--- config.mk ---
export PLATFORM = sky130hd
export DESIGN_NAME = arith_flag_update
export DESIGN_NICKNAME = d
export VERILOG_FILES = /design/src/arith_flag_pkg.sv /design/src/range_compare.sv /design/src/arith_flag_update.sv
export SDC_FILE = /design/constraint.sdc
export NUM_CORES = 1
export LEC_CHECK = 0
export BUFFER_PORTS_ARGS = -buffer_cell sky130_fd_sc_hd__buf_2
export CAP_MARGIN = 20
export CORE_UTILIZATION = 50
export CTS_BUF_LIST = sky130_fd_sc_hd__clkbuf_8
export CTS_CLUSTER_SIZE = 28
export DETAILED_ROUTE_END_ITERATION = 7
export PLACE_DENSITY = 0.7
export SLEW_MARGIN = 20
export SYNTH_ARGS = -nofsm -noshare
export SYNTH_HDL_FRONTEND = slang
export SYNTH_SLANG_ARGS = --single-unit
--- constraint.sdc ---
create_clock -name clk -period 4.34 [get_ports clk]
set_clock_uncertainty 0.05 [all_clocks]
set_input_delay 0.434 -clock clk [delete_from_list [all_inputs] [get_ports clk]]
set_output_delay 0.434 -clock clk [all_outputs]
set_load 0.1 [all_outputs]
--- src/arith_flag_pkg.sv ---
// Package of constants, types and register map for the condition-flag unit
package arith_flag_pkg;

   // ------------------------------------------------------------------
   // Flag bit addresses in the controller's bit map
   // ------------------------------------------------------------------
   localparam int unsigned BITADDR_OPERAND_ERROR = 25503;
   localparam int unsigned BITADDR_CARRY         = 25504;
   localparam int unsigned BITADDR_GREATER       = 25505;
   localparam int unsigned BITADDR_EQUAL         = 25506;
   localparam int unsigned BITADDR_LESS          = 25507;
   localparam int unsigned BITADDR_NEGATIVE      = 25402;

   // Function code of the end-of-program instruction
   localparam logic [7:0] END_FUNC_CODE = 8'h01;

   // ------------------------------------------------------------------
   // Bit positions of the flags in the flag register
   // ------------------------------------------------------------------
   localparam int FPOS_OPERAND_ERROR = 3;
   localparam int FPOS_CARRY         = 4;
   localparam int FPOS_GREATER       = 5;
   localparam int FPOS_EQUAL         = 6;
   localparam int FPOS_LESS          = 7;
   localparam int FPOS_NEGATIVE      = 18;

   // ------------------------------------------------------------------
   // Register bus
   // ------------------------------------------------------------------
   localparam int AXI_ADDR_W = 8;
   localparam logic [AXI_ADDR_W-1:0] OFS_FLAGS  = 8'h00;
   localparam logic [AXI_ADDR_W-1:0] OFS_STATUS = 8'h04;
   localparam logic [AXI_ADDR_W-1:0] OFS_MASK   = 8'h08;
   localparam logic [AXI_ADDR_W-1:0] OFS_CTRL   = 8'h0C;
   localparam logic [1:0] RESP_OKAY   = 2'h0;
   localparam logic [1:0] RESP_SLVERR = 2'h2;

   // Status and mask layout
   localparam int STAT_W            = 3;
   localparam int SPOS_ERROR_RAISED = 0;
   localparam int SPOS_SKIPPED      = 1;
   localparam int SPOS_END_SEEN     = 2;
   localparam logic [STAT_W-1:0] STATUS_RESET = 3'h0;
   localparam logic [STAT_W-1:0] MASK_RESET   = 3'h0;

   // Control layout
   localparam int CPOS_ENABLE = 0;
   localparam int CPOS_CLEAR  = 1;
   localparam logic CTRL_ENABLE_RESET = 1'b1;

   // Edge-memory slots
   localparam int SLOT_W     = 8;
   localparam int SLOT_COUNT = 256;

   // ------------------------------------------------------------------
   // Types
   // ------------------------------------------------------------------
   typedef enum logic [3:0] {
      CL_NONE         = 4'h0,
      CL_LADDER       = 4'h1,
      CL_TIMER        = 4'h2,
      CL_COUNTER      = 4'h3,
      CL_END          = 4'h4,
      CL_COMPARE      = 4'h5,
      CL_ARITH        = 4'h6,
      CL_SET_CARRY    = 4'h7,
      CL_CLR_CARRY    = 4'h8,
      CL_ERR_ONLY     = 4'h9,
      CL_RANGE_WORD   = 4'hA,
      CL_RANGE_DOUBLE = 4'hB
   } instr_class_e;

   typedef enum logic [1:0] {
      EDGE_LEVEL = 2'h0,
      EDGE_RISE  = 2'h1,
      EDGE_FALL  = 2'h2
   } edge_mode_e;

   typedef struct packed {
      logic              operandErrorFlag;
      logic              carryFlag;
      logic              greaterThanFlag;
      logic              equalFlag;
      logic              lessThanFlag;
      logic              negativeFlag;
   } flag_s;

   localparam flag_s FLAGS_CLEAR = '{default: 1'b0};

   typedef struct packed {
      logic              valid;
      instr_class_e      iclass;
      edge_mode_e        edgeMode;
      logic              execCond;
      logic [SLOT_W-1:0] slot;
      logic              opError;
      logic              carryOut;
      logic              resultZero;
      logic              resultNeg;
      logic [31:0]       valA;
      logic [31:0]       valB;
      logic [31:0]       valC;
   } instr_step_s;

endpackage

--- src/range_compare.sv ---
// Range comparator for the single- and double-word range-compare instructions
`timescale 1ns/10ps
module range_compare (
   input  wire logic [31:0] value,
   input  wire logic [31:0] lower,
   input  wire logic [31:0] upper,
   input  wire logic        isDouble,
   output logic             greater,
   output logic             equal,
   output logic             less,
   output logic             limitError
);
   import arith_flag_pkg::*;

   logic [31:0] v;
   logic [31:0] lo;
   logic [31:0] hi;

   // ------------------------------------------------------------------
   // Word form looks at the low 16 bits only
   // ------------------------------------------------------------------
   always_comb begin
      v  = isDouble ? value : {16'h0000, value[15:0]};
      lo = isDouble ? lower : {16'h0000, lower[15:0]};
      hi = isDouble ? upper : {16'h0000, upper[15:0]};
      // A lower limit above the upper one has no meaning
      limitError = lo > hi;
      greater    = v > hi;
      less       = v < lo;
      equal      = !greater && !less;
   end

endmodule

--- src/arith_flag_update.sv ---
// Condition-flag unit of the instruction processor with an AXI4-Lite register slave
`timescale 1ns/10ps

// Summary of operation
// RULE_01: Operand data outside permitted limits sets the operand error flag.
// RULE_02: Carry flag reports carry or shifted-out results of arithmetic and shifts.
// RULE_03: Compare sets greater, less or equal from value against reference.
// RULE_04: Arithmetic instructions set the equal flag when the result is zero.
// RULE_05: Result-dependent flags are driven both on and off by the outcome.
// RULE_06: With error set, ladder, timer, counter run; other error-dependent ones skip.
// RULE_07: With error set, carry, greater, equal, less, negative stay untouched.
// RULE_08: Instructions not affecting flags leave all six flags unchanged.
// RULE_09: Edge-triggered forms update flags exactly like level forms.
// RULE_10: End-of-program instruction, code 01, clears all six flags.
// RULE_11: Each executed flag instruction overwrites its flags; latest one wins.
// RULE_12: Edge-triggered instruction runs once per qualifying edge of its condition.
// RULE_13: When an edge instruction does not run, flags keep their last values.
// RULE_14: Word range compare reports against lower and upper limit on three flags.
// RULE_15: Double range compare does the same for an 8-digit value.
// RULE_16: A negative flag is the sixth flag, updated per instruction.
// RULE_17: All six flags reset to zero.
module arith_flag_update #(
   parameter int SLOTS = arith_flag_pkg::SLOT_COUNT
) (
   input  wire logic                                  clk,
   input  wire logic                                  reset_n,
   input  wire arith_flag_pkg::instr_step_s           step,
   output arith_flag_pkg::flag_s                      flags,
   output logic                                       executed,
   output logic                                       skipped,
   output logic                                       irq,
   input  wire logic [arith_flag_pkg::AXI_ADDR_W-1:0] awaddr,
   input  wire logic [2:0]                            awprot,
   input  wire logic                                  awvalid,
   output logic                                       awready,
   input  wire logic [31:0]                           wdata,
   input  wire logic [3:0]                            wstrb,
   input  wire logic                                  wvalid,
   output logic                                       wready,
   output logic [1:0]                                 bresp,
   output logic                                       bvalid,
   input  wire logic                                  bready,
   input  wire logic [arith_flag_pkg::AXI_ADDR_W-1:0] araddr,
   input  wire logic [2:0]                            arprot,
   input  wire logic                                  arvalid,
   output logic                                       arready,
   output logic [31:0]                                rdata,
   output logic [1:0]                                 rresp,
   output logic                                       rvalid,
   input  wire logic                                  rready
);
   import arith_flag_pkg::*;

   // ------------------------------------------------------------------
   // Declarations
   // ------------------------------------------------------------------
   flag_s                   flags_q;
   flag_s                   flags_d;
   logic                    executed_q;
   logic                    executed_d;
   logic                    skipped_q;
   logic                    skipped_d;
   logic                    condMem_q [SLOTS];
   logic                    memWe;
   logic                    fire;
   logic                    prevCond;
   logic                    endSeen;
   logic                    rangeGreater;
   logic                    rangeEqual;
   logic                    rangeLess;
   logic                    rangeLimitErr;
   logic                    newError;
   logic [STAT_W-1:0]       status_q;
   logic [STAT_W-1:0]       status_d;
   logic [STAT_W-1:0]       mask_q;
   logic [STAT_W-1:0]       mask_d;
   logic [STAT_W-1:0]       events;
   logic [STAT_W-1:0]       w1c;
   logic                    ctrlEnable_q;
   logic                    ctrlEnable_d;
   logic                    swClear;
   logic                    awHeld_q;
   logic                    awHeld_d;
   logic                    wHeld_q;
   logic                    wHeld_d;
   logic [AXI_ADDR_W-1:0]   awAddr_q;
   logic [AXI_ADDR_W-1:0]   awAddr_d;
   logic [31:0]             wData_q;
   logic [31:0]             wData_d;
   logic [3:0]              wStrb_q;
   logic [3:0]              wStrb_d;
   logic                    bvalid_q;
   logic                    bvalid_d;
   logic [1:0]              bresp_q;
   logic [1:0]              bresp_d;
   logic                    rvalid_q;
   logic                    rvalid_d;
   logic [31:0]             rdata_q;
   logic [31:0]             rdata_d;
   logic [1:0]              rresp_q;
   logic [1:0]              rresp_d;
   logic                    doWrite;
   logic [31:0]             merged;
   logic [31:0]             flagWord;

   function automatic logic [31:0] mergeStrb(input logic [31:0] old,
                                             input logic [31:0] nw,
                                             input logic [3:0]  strb);
      logic [31:0] r;
      r = old;
      for (int i = 0; i < 4; i++) begin
         if (strb[i]) begin
            r[i*8 +: 8] = nw[i*8 +: 8];
         end
      end
      return r;
   endfunction

   // ------------------------------------------------------------------
   // Range comparison for both range-compare forms
   // ------------------------------------------------------------------
   range_compare u_range (
      .value      (step.valA),
      .lower      (step.valB),
      .upper      (step.valC),
      .isDouble   (step.iclass == CL_RANGE_DOUBLE),
      .greater    (rangeGreater),
      .equal      (rangeEqual),
      .less       (rangeLess),
      .limitError (rangeLimitErr)
   );

   // ------------------------------------------------------------------
   // Execution decision and flag update
   // ------------------------------------------------------------------
   always_comb begin
      flags_d    = flags_q;
      executed_d = 1'b0;
      skipped_d  = 1'b0;
      endSeen    = 1'b0;
      newError   = 1'b0;
      prevCond   = condMem_q[step.slot];
      memWe      = 1'b0;
      fire       = 1'b0;
      if (step.valid && ctrlEnable_q) begin
         // Remembering the condition every step, fired or not, is what
         // keeps an edge instruction from running twice on one level
         memWe = step.edgeMode != EDGE_LEVEL;
         case (step.edgeMode)
            EDGE_RISE: begin
               fire = step.execCond && !prevCond; // [RULE_12]
            end
            EDGE_FALL: begin
               fire = !step.execCond && prevCond; // [RULE_12]
            end
            default: begin
               fire = step.execCond;
            end
         endcase
         if (step.iclass == CL_END) begin
            flags_d    = FLAGS_CLEAR; // [RULE_10]
            executed_d = 1'b1;
            endSeen    = 1'b1;
         end else if (fire) begin
            // Same update whatever the edge mode [RULE_09]
            case (step.iclass)
               CL_NONE, CL_LADDER: begin
                  executed_d = 1'b1; // [RULE_08] [RULE_06]
               end
               CL_TIMER, CL_COUNTER: begin
                  executed_d = 1'b1; // [RULE_06]
                  flags_d.operandErrorFlag = step.opError; // [RULE_01] [RULE_05]
               end
               CL_SET_CARRY, CL_CLR_CARRY: begin
                  executed_d = 1'b1;
                  if (!flags_q.operandErrorFlag) begin // [RULE_07]
                     flags_d.carryFlag = step.iclass == CL_SET_CARRY; // [RULE_02]
                  end
               end
               default: begin
                  if (flags_q.operandErrorFlag) begin
                     skipped_d = 1'b1; // [RULE_06] [RULE_07]
                  end else begin
                     executed_d = 1'b1;
                     newError   = step.opError;
                     if ((step.iclass == CL_RANGE_WORD) ||
                         (step.iclass == CL_RANGE_DOUBLE)) begin
                        newError = step.opError || rangeLimitErr;
                     end
                     flags_d.operandErrorFlag = newError; // [RULE_01] [RULE_11]
                     // On an operand error the other flags keep their values
                     if (!newError) begin
                        case (step.iclass)
                           CL_COMPARE: begin
                              flags_d.greaterThanFlag = step.valA > step.valB; // [RULE_03]
                              flags_d.lessThanFlag    = step.valA < step.valB; // [RULE_03]
                              flags_d.equalFlag       = step.valA == step.valB; // [RULE_05]
                           end
                           CL_ARITH: begin
                              flags_d.carryFlag    = step.carryOut; // [RULE_02]
                              flags_d.equalFlag    = step.resultZero; // [RULE_04]
                              flags_d.negativeFlag = step.resultNeg; // [RULE_16]
                           end
                           CL_RANGE_WORD, CL_RANGE_DOUBLE: begin
                              flags_d.greaterThanFlag = rangeGreater; // [RULE_14] [RULE_15]
                              flags_d.equalFlag       = rangeEqual; // [RULE_14] [RULE_15]
                              flags_d.lessThanFlag    = rangeLess; // [RULE_14] [RULE_15]
                           end
                           default: begin
                              flags_d = flags_d;
                           end
                        endcase
                     end
                  end
               end
            endcase
         end
         // No fire leaves flags_d at flags_q, except CL_END, which clears them without a fire [RULE_13]
      end
      if (swClear) begin
         flags_d = FLAGS_CLEAR;
      end
   end

   always_ff @(posedge clk or negedge reset_n) begin
      if (!reset_n) begin
         flags_q    <= FLAGS_CLEAR; // [RULE_17]
         executed_q <= 1'b0;
         skipped_q  <= 1'b0;
      end else begin
         flags_q    <= flags_d;
         executed_q <= executed_d;
         skipped_q  <= skipped_d;
      end
   end

   // Previous execution condition of each edge-triggered slot
   always_ff @(posedge clk or negedge reset_n) begin
      if (!reset_n) begin
         for (int i = 0; i < SLOTS; i++) begin
            condMem_q[i] <= 1'b0;
         end
      end else if (memWe) begin
         condMem_q[step.slot] <= step.execCond; // [RULE_12]
      end
   end

   assign flags    = flags_q;
   assign executed = executed_q;
   assign skipped  = skipped_q;

   // ------------------------------------------------------------------
   // Write channel: address and data taken in either order
   // ------------------------------------------------------------------
   assign awready = !awHeld_q && !bvalid_q;
   assign wready  = !wHeld_q && !bvalid_q;
   assign doWrite = awHeld_q && wHeld_q && !bvalid_q;
   assign merged  = mergeStrb(32'h0000_0000, wData_q, wStrb_q);
   assign swClear = doWrite && (awAddr_q == OFS_CTRL) && wStrb_q[0] && wData_q[CPOS_CLEAR];

   always_comb begin
      awHeld_d = awHeld_q;
      wHeld_d  = wHeld_q;
      awAddr_d = awAddr_q;
      wData_d  = wData_q;
      wStrb_d  = wStrb_q;
      bvalid_d = bvalid_q;
      bresp_d  = bresp_q;
      if (awvalid && awready) begin
         awHeld_d = 1'b1;
         awAddr_d = awaddr;
      end
      if (wvalid && wready) begin
         wHeld_d = 1'b1;
         wData_d = wdata;
         wStrb_d = wstrb;
      end
      if (doWrite) begin
         awHeld_d = 1'b0;
         wHeld_d  = 1'b0;
         bvalid_d = 1'b1;
         case (awAddr_q)
            OFS_FLAGS, OFS_STATUS, OFS_MASK, OFS_CTRL: begin
               bresp_d = RESP_OKAY;
            end
            default: begin
               bresp_d = RESP_SLVERR;
            end
         endcase
      end else if (bvalid_q && bready) begin
         bvalid_d = 1'b0;
      end
   end

   always_ff @(posedge clk or negedge reset_n) begin
      if (!reset_n) begin
         awHeld_q <= 1'b0;
         wHeld_q  <= 1'b0;
         awAddr_q <= '0;
         wData_q  <= 32'h0000_0000;
         wStrb_q  <= 4'h0;
         bvalid_q <= 1'b0;
         bresp_q  <= RESP_OKAY;
      end else begin
         awHeld_q <= awHeld_d;
         wHeld_q  <= wHeld_d;
         awAddr_q <= awAddr_d;
         wData_q  <= wData_d;
         wStrb_q  <= wStrb_d;
         bvalid_q <= bvalid_d;
         bresp_q  <= bresp_d;
      end
   end

   assign bvalid = bvalid_q;
   assign bresp  = bresp_q;

   // ------------------------------------------------------------------
   // Status, mask, control and interrupt
   // ------------------------------------------------------------------
   assign events[SPOS_ERROR_RAISED] = !flags_q.operandErrorFlag && flags_d.operandErrorFlag;
   assign events[SPOS_SKIPPED]      = skipped_d;
   assign events[SPOS_END_SEEN]     = endSeen;
   assign w1c = (doWrite && (awAddr_q == OFS_STATUS)) ? merged[STAT_W-1:0] : '0;

   always_comb begin
      // Set wins over a clear in the same cycle so no event is lost
      status_d     = (status_q & ~w1c) | events;
      mask_d       = mask_q;
      ctrlEnable_d = ctrlEnable_q;
      if (doWrite && (awAddr_q == OFS_MASK) && wStrb_q[0]) begin
         mask_d = wData_q[STAT_W-1:0];
      end
      if (doWrite && (awAddr_q == OFS_CTRL) && wStrb_q[0]) begin
         ctrlEnable_d = wData_q[CPOS_ENABLE];
      end
   end

   always_ff @(posedge clk or negedge reset_n) begin
      if (!reset_n) begin
         status_q     <= STATUS_RESET;
         mask_q       <= MASK_RESET;
         ctrlEnable_q <= CTRL_ENABLE_RESET;
      end else begin
         status_q     <= status_d;
         mask_q       <= mask_d;
         ctrlEnable_q <= ctrlEnable_d;
      end
   end

   assign irq = |(status_q & mask_q);

   // ------------------------------------------------------------------
   // Read channel: one read at a time, answer one cycle after address
   // ------------------------------------------------------------------
   always_comb begin
      flagWord = 32'h0000_0000;
      flagWord[FPOS_OPERAND_ERROR] = flags_q.operandErrorFlag;
      flagWord[FPOS_CARRY]         = flags_q.carryFlag;
      flagWord[FPOS_GREATER]       = flags_q.greaterThanFlag;
      flagWord[FPOS_EQUAL]         = flags_q.equalFlag;
      flagWord[FPOS_LESS]          = flags_q.lessThanFlag;
      flagWord[FPOS_NEGATIVE]      = flags_q.negativeFlag;
   end

   assign arready = !rvalid_q;

   always_comb begin
      rvalid_d = rvalid_q;
      rdata_d  = rdata_q;
      rresp_d  = rresp_q;
      if (arvalid && arready) begin
         rvalid_d = 1'b1;
         rresp_d  = RESP_OKAY;
         case (araddr)
            OFS_FLAGS: begin
               rdata_d = flagWord;
            end
            OFS_STATUS: begin
               rdata_d = {{(32-STAT_W){1'b0}}, status_q};
            end
            OFS_MASK: begin
               rdata_d = {{(32-STAT_W){1'b0}}, mask_q};
            end
            OFS_CTRL: begin
               rdata_d = {31'h0000_0000, ctrlEnable_q};
            end
            default: begin
               rdata_d = 32'h0000_0000;
               rresp_d = RESP_SLVERR;
            end
         endcase
      end else if (rvalid_q && rready) begin
         rvalid_d = 1'b0;
      end
   end

   always_ff @(posedge clk or negedge reset_n) begin
      if (!reset_n) begin
         rvalid_q <= 1'b0;
         rdata_q  <= 32'h0000_0000;
         rresp_q  <= RESP_OKAY;
      end else begin
         rvalid_q <= rvalid_d;
         rdata_q  <= rdata_d;
         rresp_q  <= rresp_d;
      end
   end

   assign rvalid = rvalid_q;
   assign rdata  = rdata_q;
   assign rresp  = rresp_q;

endmodule

==> metrics.md <==
| Metric | Value |
|---|---|
| Largest area contributor in the netlist | `dfrtp_1` |
| CP Data Arrival Time | `3.94 ns` |
| First-pass GRT wire length | `between 70000 and 80000 um` |
| Layout Nets | `roughly 2200` |
| Synthesized area | `approximately 0.018 mm^2` |
| Final antenna-violating net count | `0` |
| Seq/Total Area, Yosys | `40.57%` |
| Count of pins over their slew limit | `0` |
| Worst skew pair latency | `0.59 ns` |
| Post-synth EDFFs | `0` |
| Crit. Startpoint | `step[112]` |
| Core Area | `roughly 0.036 mm^2` |
| Vias in the first global route | `between 10000 and 15000` |
| CTS tree | `done` |
| Multi-input combinational cell area | `approximately 0.010 mm^2` |
| Initial DRC count | `slightly above 900` |
| Ys async rst share | `100.0%` |
| DRC | `0` |
| # setup viols final | `0` |
| Synth Instances | `roughly 1700` |
| Grt ovf | `0` |
| Total global routing track utilization | `between 20% and 30%` |
| Crit-path max FO | `between 40 and 50` |
| Worst vdd ir | `about 260 uV` |
| Largest net degree at the start of global routing | `120` |
| Outcome | `complete, no violations` |
| Post-CTS sizing | `0` |
| Share of the synthesized area in the top cell type | `40.43%` |
| Crit path cell chain | `buf_2 -> nand2_1 -> nor3_2 -> buf_12 -> nand2_1 -> ha_1 -> nand4_1 -> nor4_1 -> nand2_1 -> nor3_1 -> nor2_1 -> a211oi_1 -> buf_4 -> a22oi_1 -> or4_1 -> a21oi_1` |
| First-pass DRT Iterations | `5` |
| Critical path's largest stage delay | `0.57 ns` |
| Final Hold Fails | `0` |
| Critical Path Start Type | `primary input` |
| Pwr per Cell Area | `around 320 mW/mm^2` |
| DP Area | `just under 0.02 mm^2` |
| Worst Hold Class | `in -> reg` |
| Synth area leaders | `dfrtp_1 40%, mux2_2 17%, ha_1 7.6%, nand2_1 4.9%, nor2_1 3.9%` |
| H-tree Lvls | `2` |
| Total wire length | `approximately 48000 um` |
| Design Area, Final | `between 0.02 and 0.025 mm^2` |
| HPWL reported at the end of detailed placement | `around 33000 um` |
| Share of layout cells above drive strength 1 | `between 30% and 40%` |
| Max-slew headroom | `roughly 29%` |
| Clock slew at reported path FFs | `0.06 ns` |
| Clock buffer depth | `3` |
| Maxcap violations | `0` |
| Synthesis-stage register bit count | `about 300` |
| Clock root cell | `clkbuf_8` |
| Prevailing post-synth register cell | `dfrtp_1` |
| Post-synth cell types | `80` |
| WS Path Type | `in -> reg` |
| Initial antenna violation count | `3` |
| Fmax | `288.3 MHz` |
| Slew @ Worst Pin | `1.057 ns` |
| Setup TNS | `0 ns` |
| Fill cells | `3065` |
| RSZ-0062 raised after global routing | `false` |
| RR Startpoint | `condMem_q[126]` |
| Wire length per cell | `between 15 and 20 um` |
| Initial Util | `between 50% and 60%` |
| Syn Area/Cell | `10.63 um^2` |
| Die Ht | `193.7 um` |
| Yosys warnings | `0` |
| Static Leakage | `10.41 nW` |
| Required time of the critical path | `~4.8 ns` |
| Final min period | `3.468 ns` |
| Slowest CP cell | `nor4_1` |
| Hold_ws | `roughly 0.026 ns` |
| GPL Wtd Cong | `around 0.9` |
| TritonCTS Buffers | `slightly below 50` |
| Crit path capture type | `flip-flop` |
| DR vias | `between 10000 and 15000` |
| Synth-to-Final Area Change | `12.24%` |
| Most Frequent Cell on Critical Path | `nand2_1` |
| Hold wc startpoint | `step[96]` |
| Port bufs | `167` |
| Die width | `roughly 190 um` |
| Io pins | `around 230` |
| CTS Sinks | `roughly 300` |
| Row cnt | `between 60 and 70` |
| Final worst-path cycle share | `79.92%` |
| Register area | `approximately 0.0075 mm^2` |
| DR vias/cell | `approximately 6` |
| DIE AREA | `roughly 0.038 mm^2` |
-- logic make-up after synthesis --
| logic type | count (synthesis) | share of synthesized area, % |
|---|---|---|
| other | 1 | 0.02040 |
| buffers and inverters | 192 | 5.173 |
| and+or+nand+nor | 573 | 13.54 |
| DFF | 298 | 40.57 |
| adders and majority gates | 112 | 7.610 |
| xor gates and xnor gates | 2 | 0.09531 |
| AOI/OAI and AO/OA | 184 | 6.773 |
| muxes | 368 | 26.22 |
-- metrics by stage --
step | std cells | setup WS, ns | power, mW | utilization, %
after global routing | 2403 | 0.6104 | 6.825 | 57.45
after CTS | 2400 | 0.9484 | 6.593 | 57.39
after detailed placement | 2307 | 0.3105 | 4.095 | 54.50
final | 2404 | 0.8717 | 6.542 | 57.45
after floorplan | 1754 | 0.4875 | 3.788 | -
after global placement | 2307 | 0.3365 | 4.068 | 54.50
-- power breakdown --
part           leakage, nW  internal (mW)  total, mW  switching (mW)
logic                 5.72          0.335       1.11           0.772
registers             4.10           2.87       2.95          0.0722
clock network        0.585           1.35       2.49            1.14
-- final timing paths --
check | endpoint | cells past startpoint | slack, ns
max | flags[4] | 16 | 0.87
min in group asynchronous | awAddr_q[1] | 2 | 0.44
max reg2reg | flags[0] | 10 | 1.10
min reg2reg | rdata[1] | 2 | 0.43
min | flags[0] | 3 | 0.03
max in group asynchronous | ctrlEnable_q | 3 | 2.72
-- Yosys cell counts, types with 2 or more instances --
cell         n
o22a_1       4
nand2_1    239
mux4_1      25
nor4_1       5
a41oi_1      2
mux2i_1     39
and2_1      17
a22oi_1     10
o21a_1       8
o211ai_1     5
buf_6        6
a21oi_1     40
or2_2        4
nand4_1     24
o2bb2ai_1    2
nor3_1      20
o21ai_0     36
nand2b_1     7
o221ai_1     2
a211oi_1     7
nor2_1     191
mux4_2      31
and3_1       3
a2111oi_0    3
buf_4       32
nand3b_1     3
nor2b_1     12
o22ai_1      9
a221oi_1     2
inv_1       82
nand4b_1     3
a22o_1       7
clkbuf_1    60
a221oi_2     2
mux2_2     273
a31oi_1      7
buf_12       3
dfrtp_1    297
buf_2        5
nand3_1     29
xnor2_1      2
ha_1       111
a21o_1      23
or4_1        2
-- worst max-delay path: cells and delay by family --
| family | cells | cell delay [ns] |
|---|---|---|
| AND/OR/NAND/NOR | 9 | 2.13 |
| buffers and inverters | 3 | 0.63 |
| AO/OA/AOI/OAI | 3 | 0.43 |
| adder cells (fa/ha/maj) | 1 | 0.31 |
-- what timing repair did --
action	4_1_cts	5_1_grt
buffers inserted	0	0
endpoints found under the hold margin	119	0
hold buffers	5	0
-- flip-flops by register name (all words and copies together), names as in the netlist, 3 cells and up --
signal	count
mask_q	3
flags	6
status_q	3
rdata	9
awAddr_q	8
condMem_q	256
wData_q	3
-- per-layer routing --
metal  up-vias  global-route usage, %  share of wire, %
met5         -                      0             0.017
met4         2                  7.763               2.3
met3        93                  3.879               7.1
met2       530                  41.50                47
met1      7015                  35.62                44
li1       6451                      -                 -
-- layout by cell type (no fill, tap or decap), types with 5 or more instances in the layout --
cell type      instances
mux4_1                25
dfrtp_1              297
ha_1                 111
nand2b_1               7
inv_1                105
nand4_1               24
mux2i_1               39
nor2_1               191
conb_1                25
clkbuf_8              59
buf_4                 32
mux2_2               273
a21oi_1               40
o22ai_1                9
a31oi_1                7
dlygate4sd3_1          5
o21ai_0               36
o21a_1                 8
nand3_1               29
a211oi_1               7
nand2_1              239
mux4_2                31
buf_2                164
a21o_1                23
nor2b_1               12
and2_1                17
a22oi_1               10
o211ai_1               5
a22o_1                 7
nor3_1                17
-- area by class of cell --
type	count	area share, %
Antenna cell	3	0.03638
Inverter	83	1.510
Clock inverter	29	0.8611
Clock buffer	59	3.935
Timing Repair Buffer	207	5.840
Sequential cell	298	36.15
Tap cell	461	2.795
Multi-Input combinational cell	1264	48.88
(Power assumes the default switching activity.)
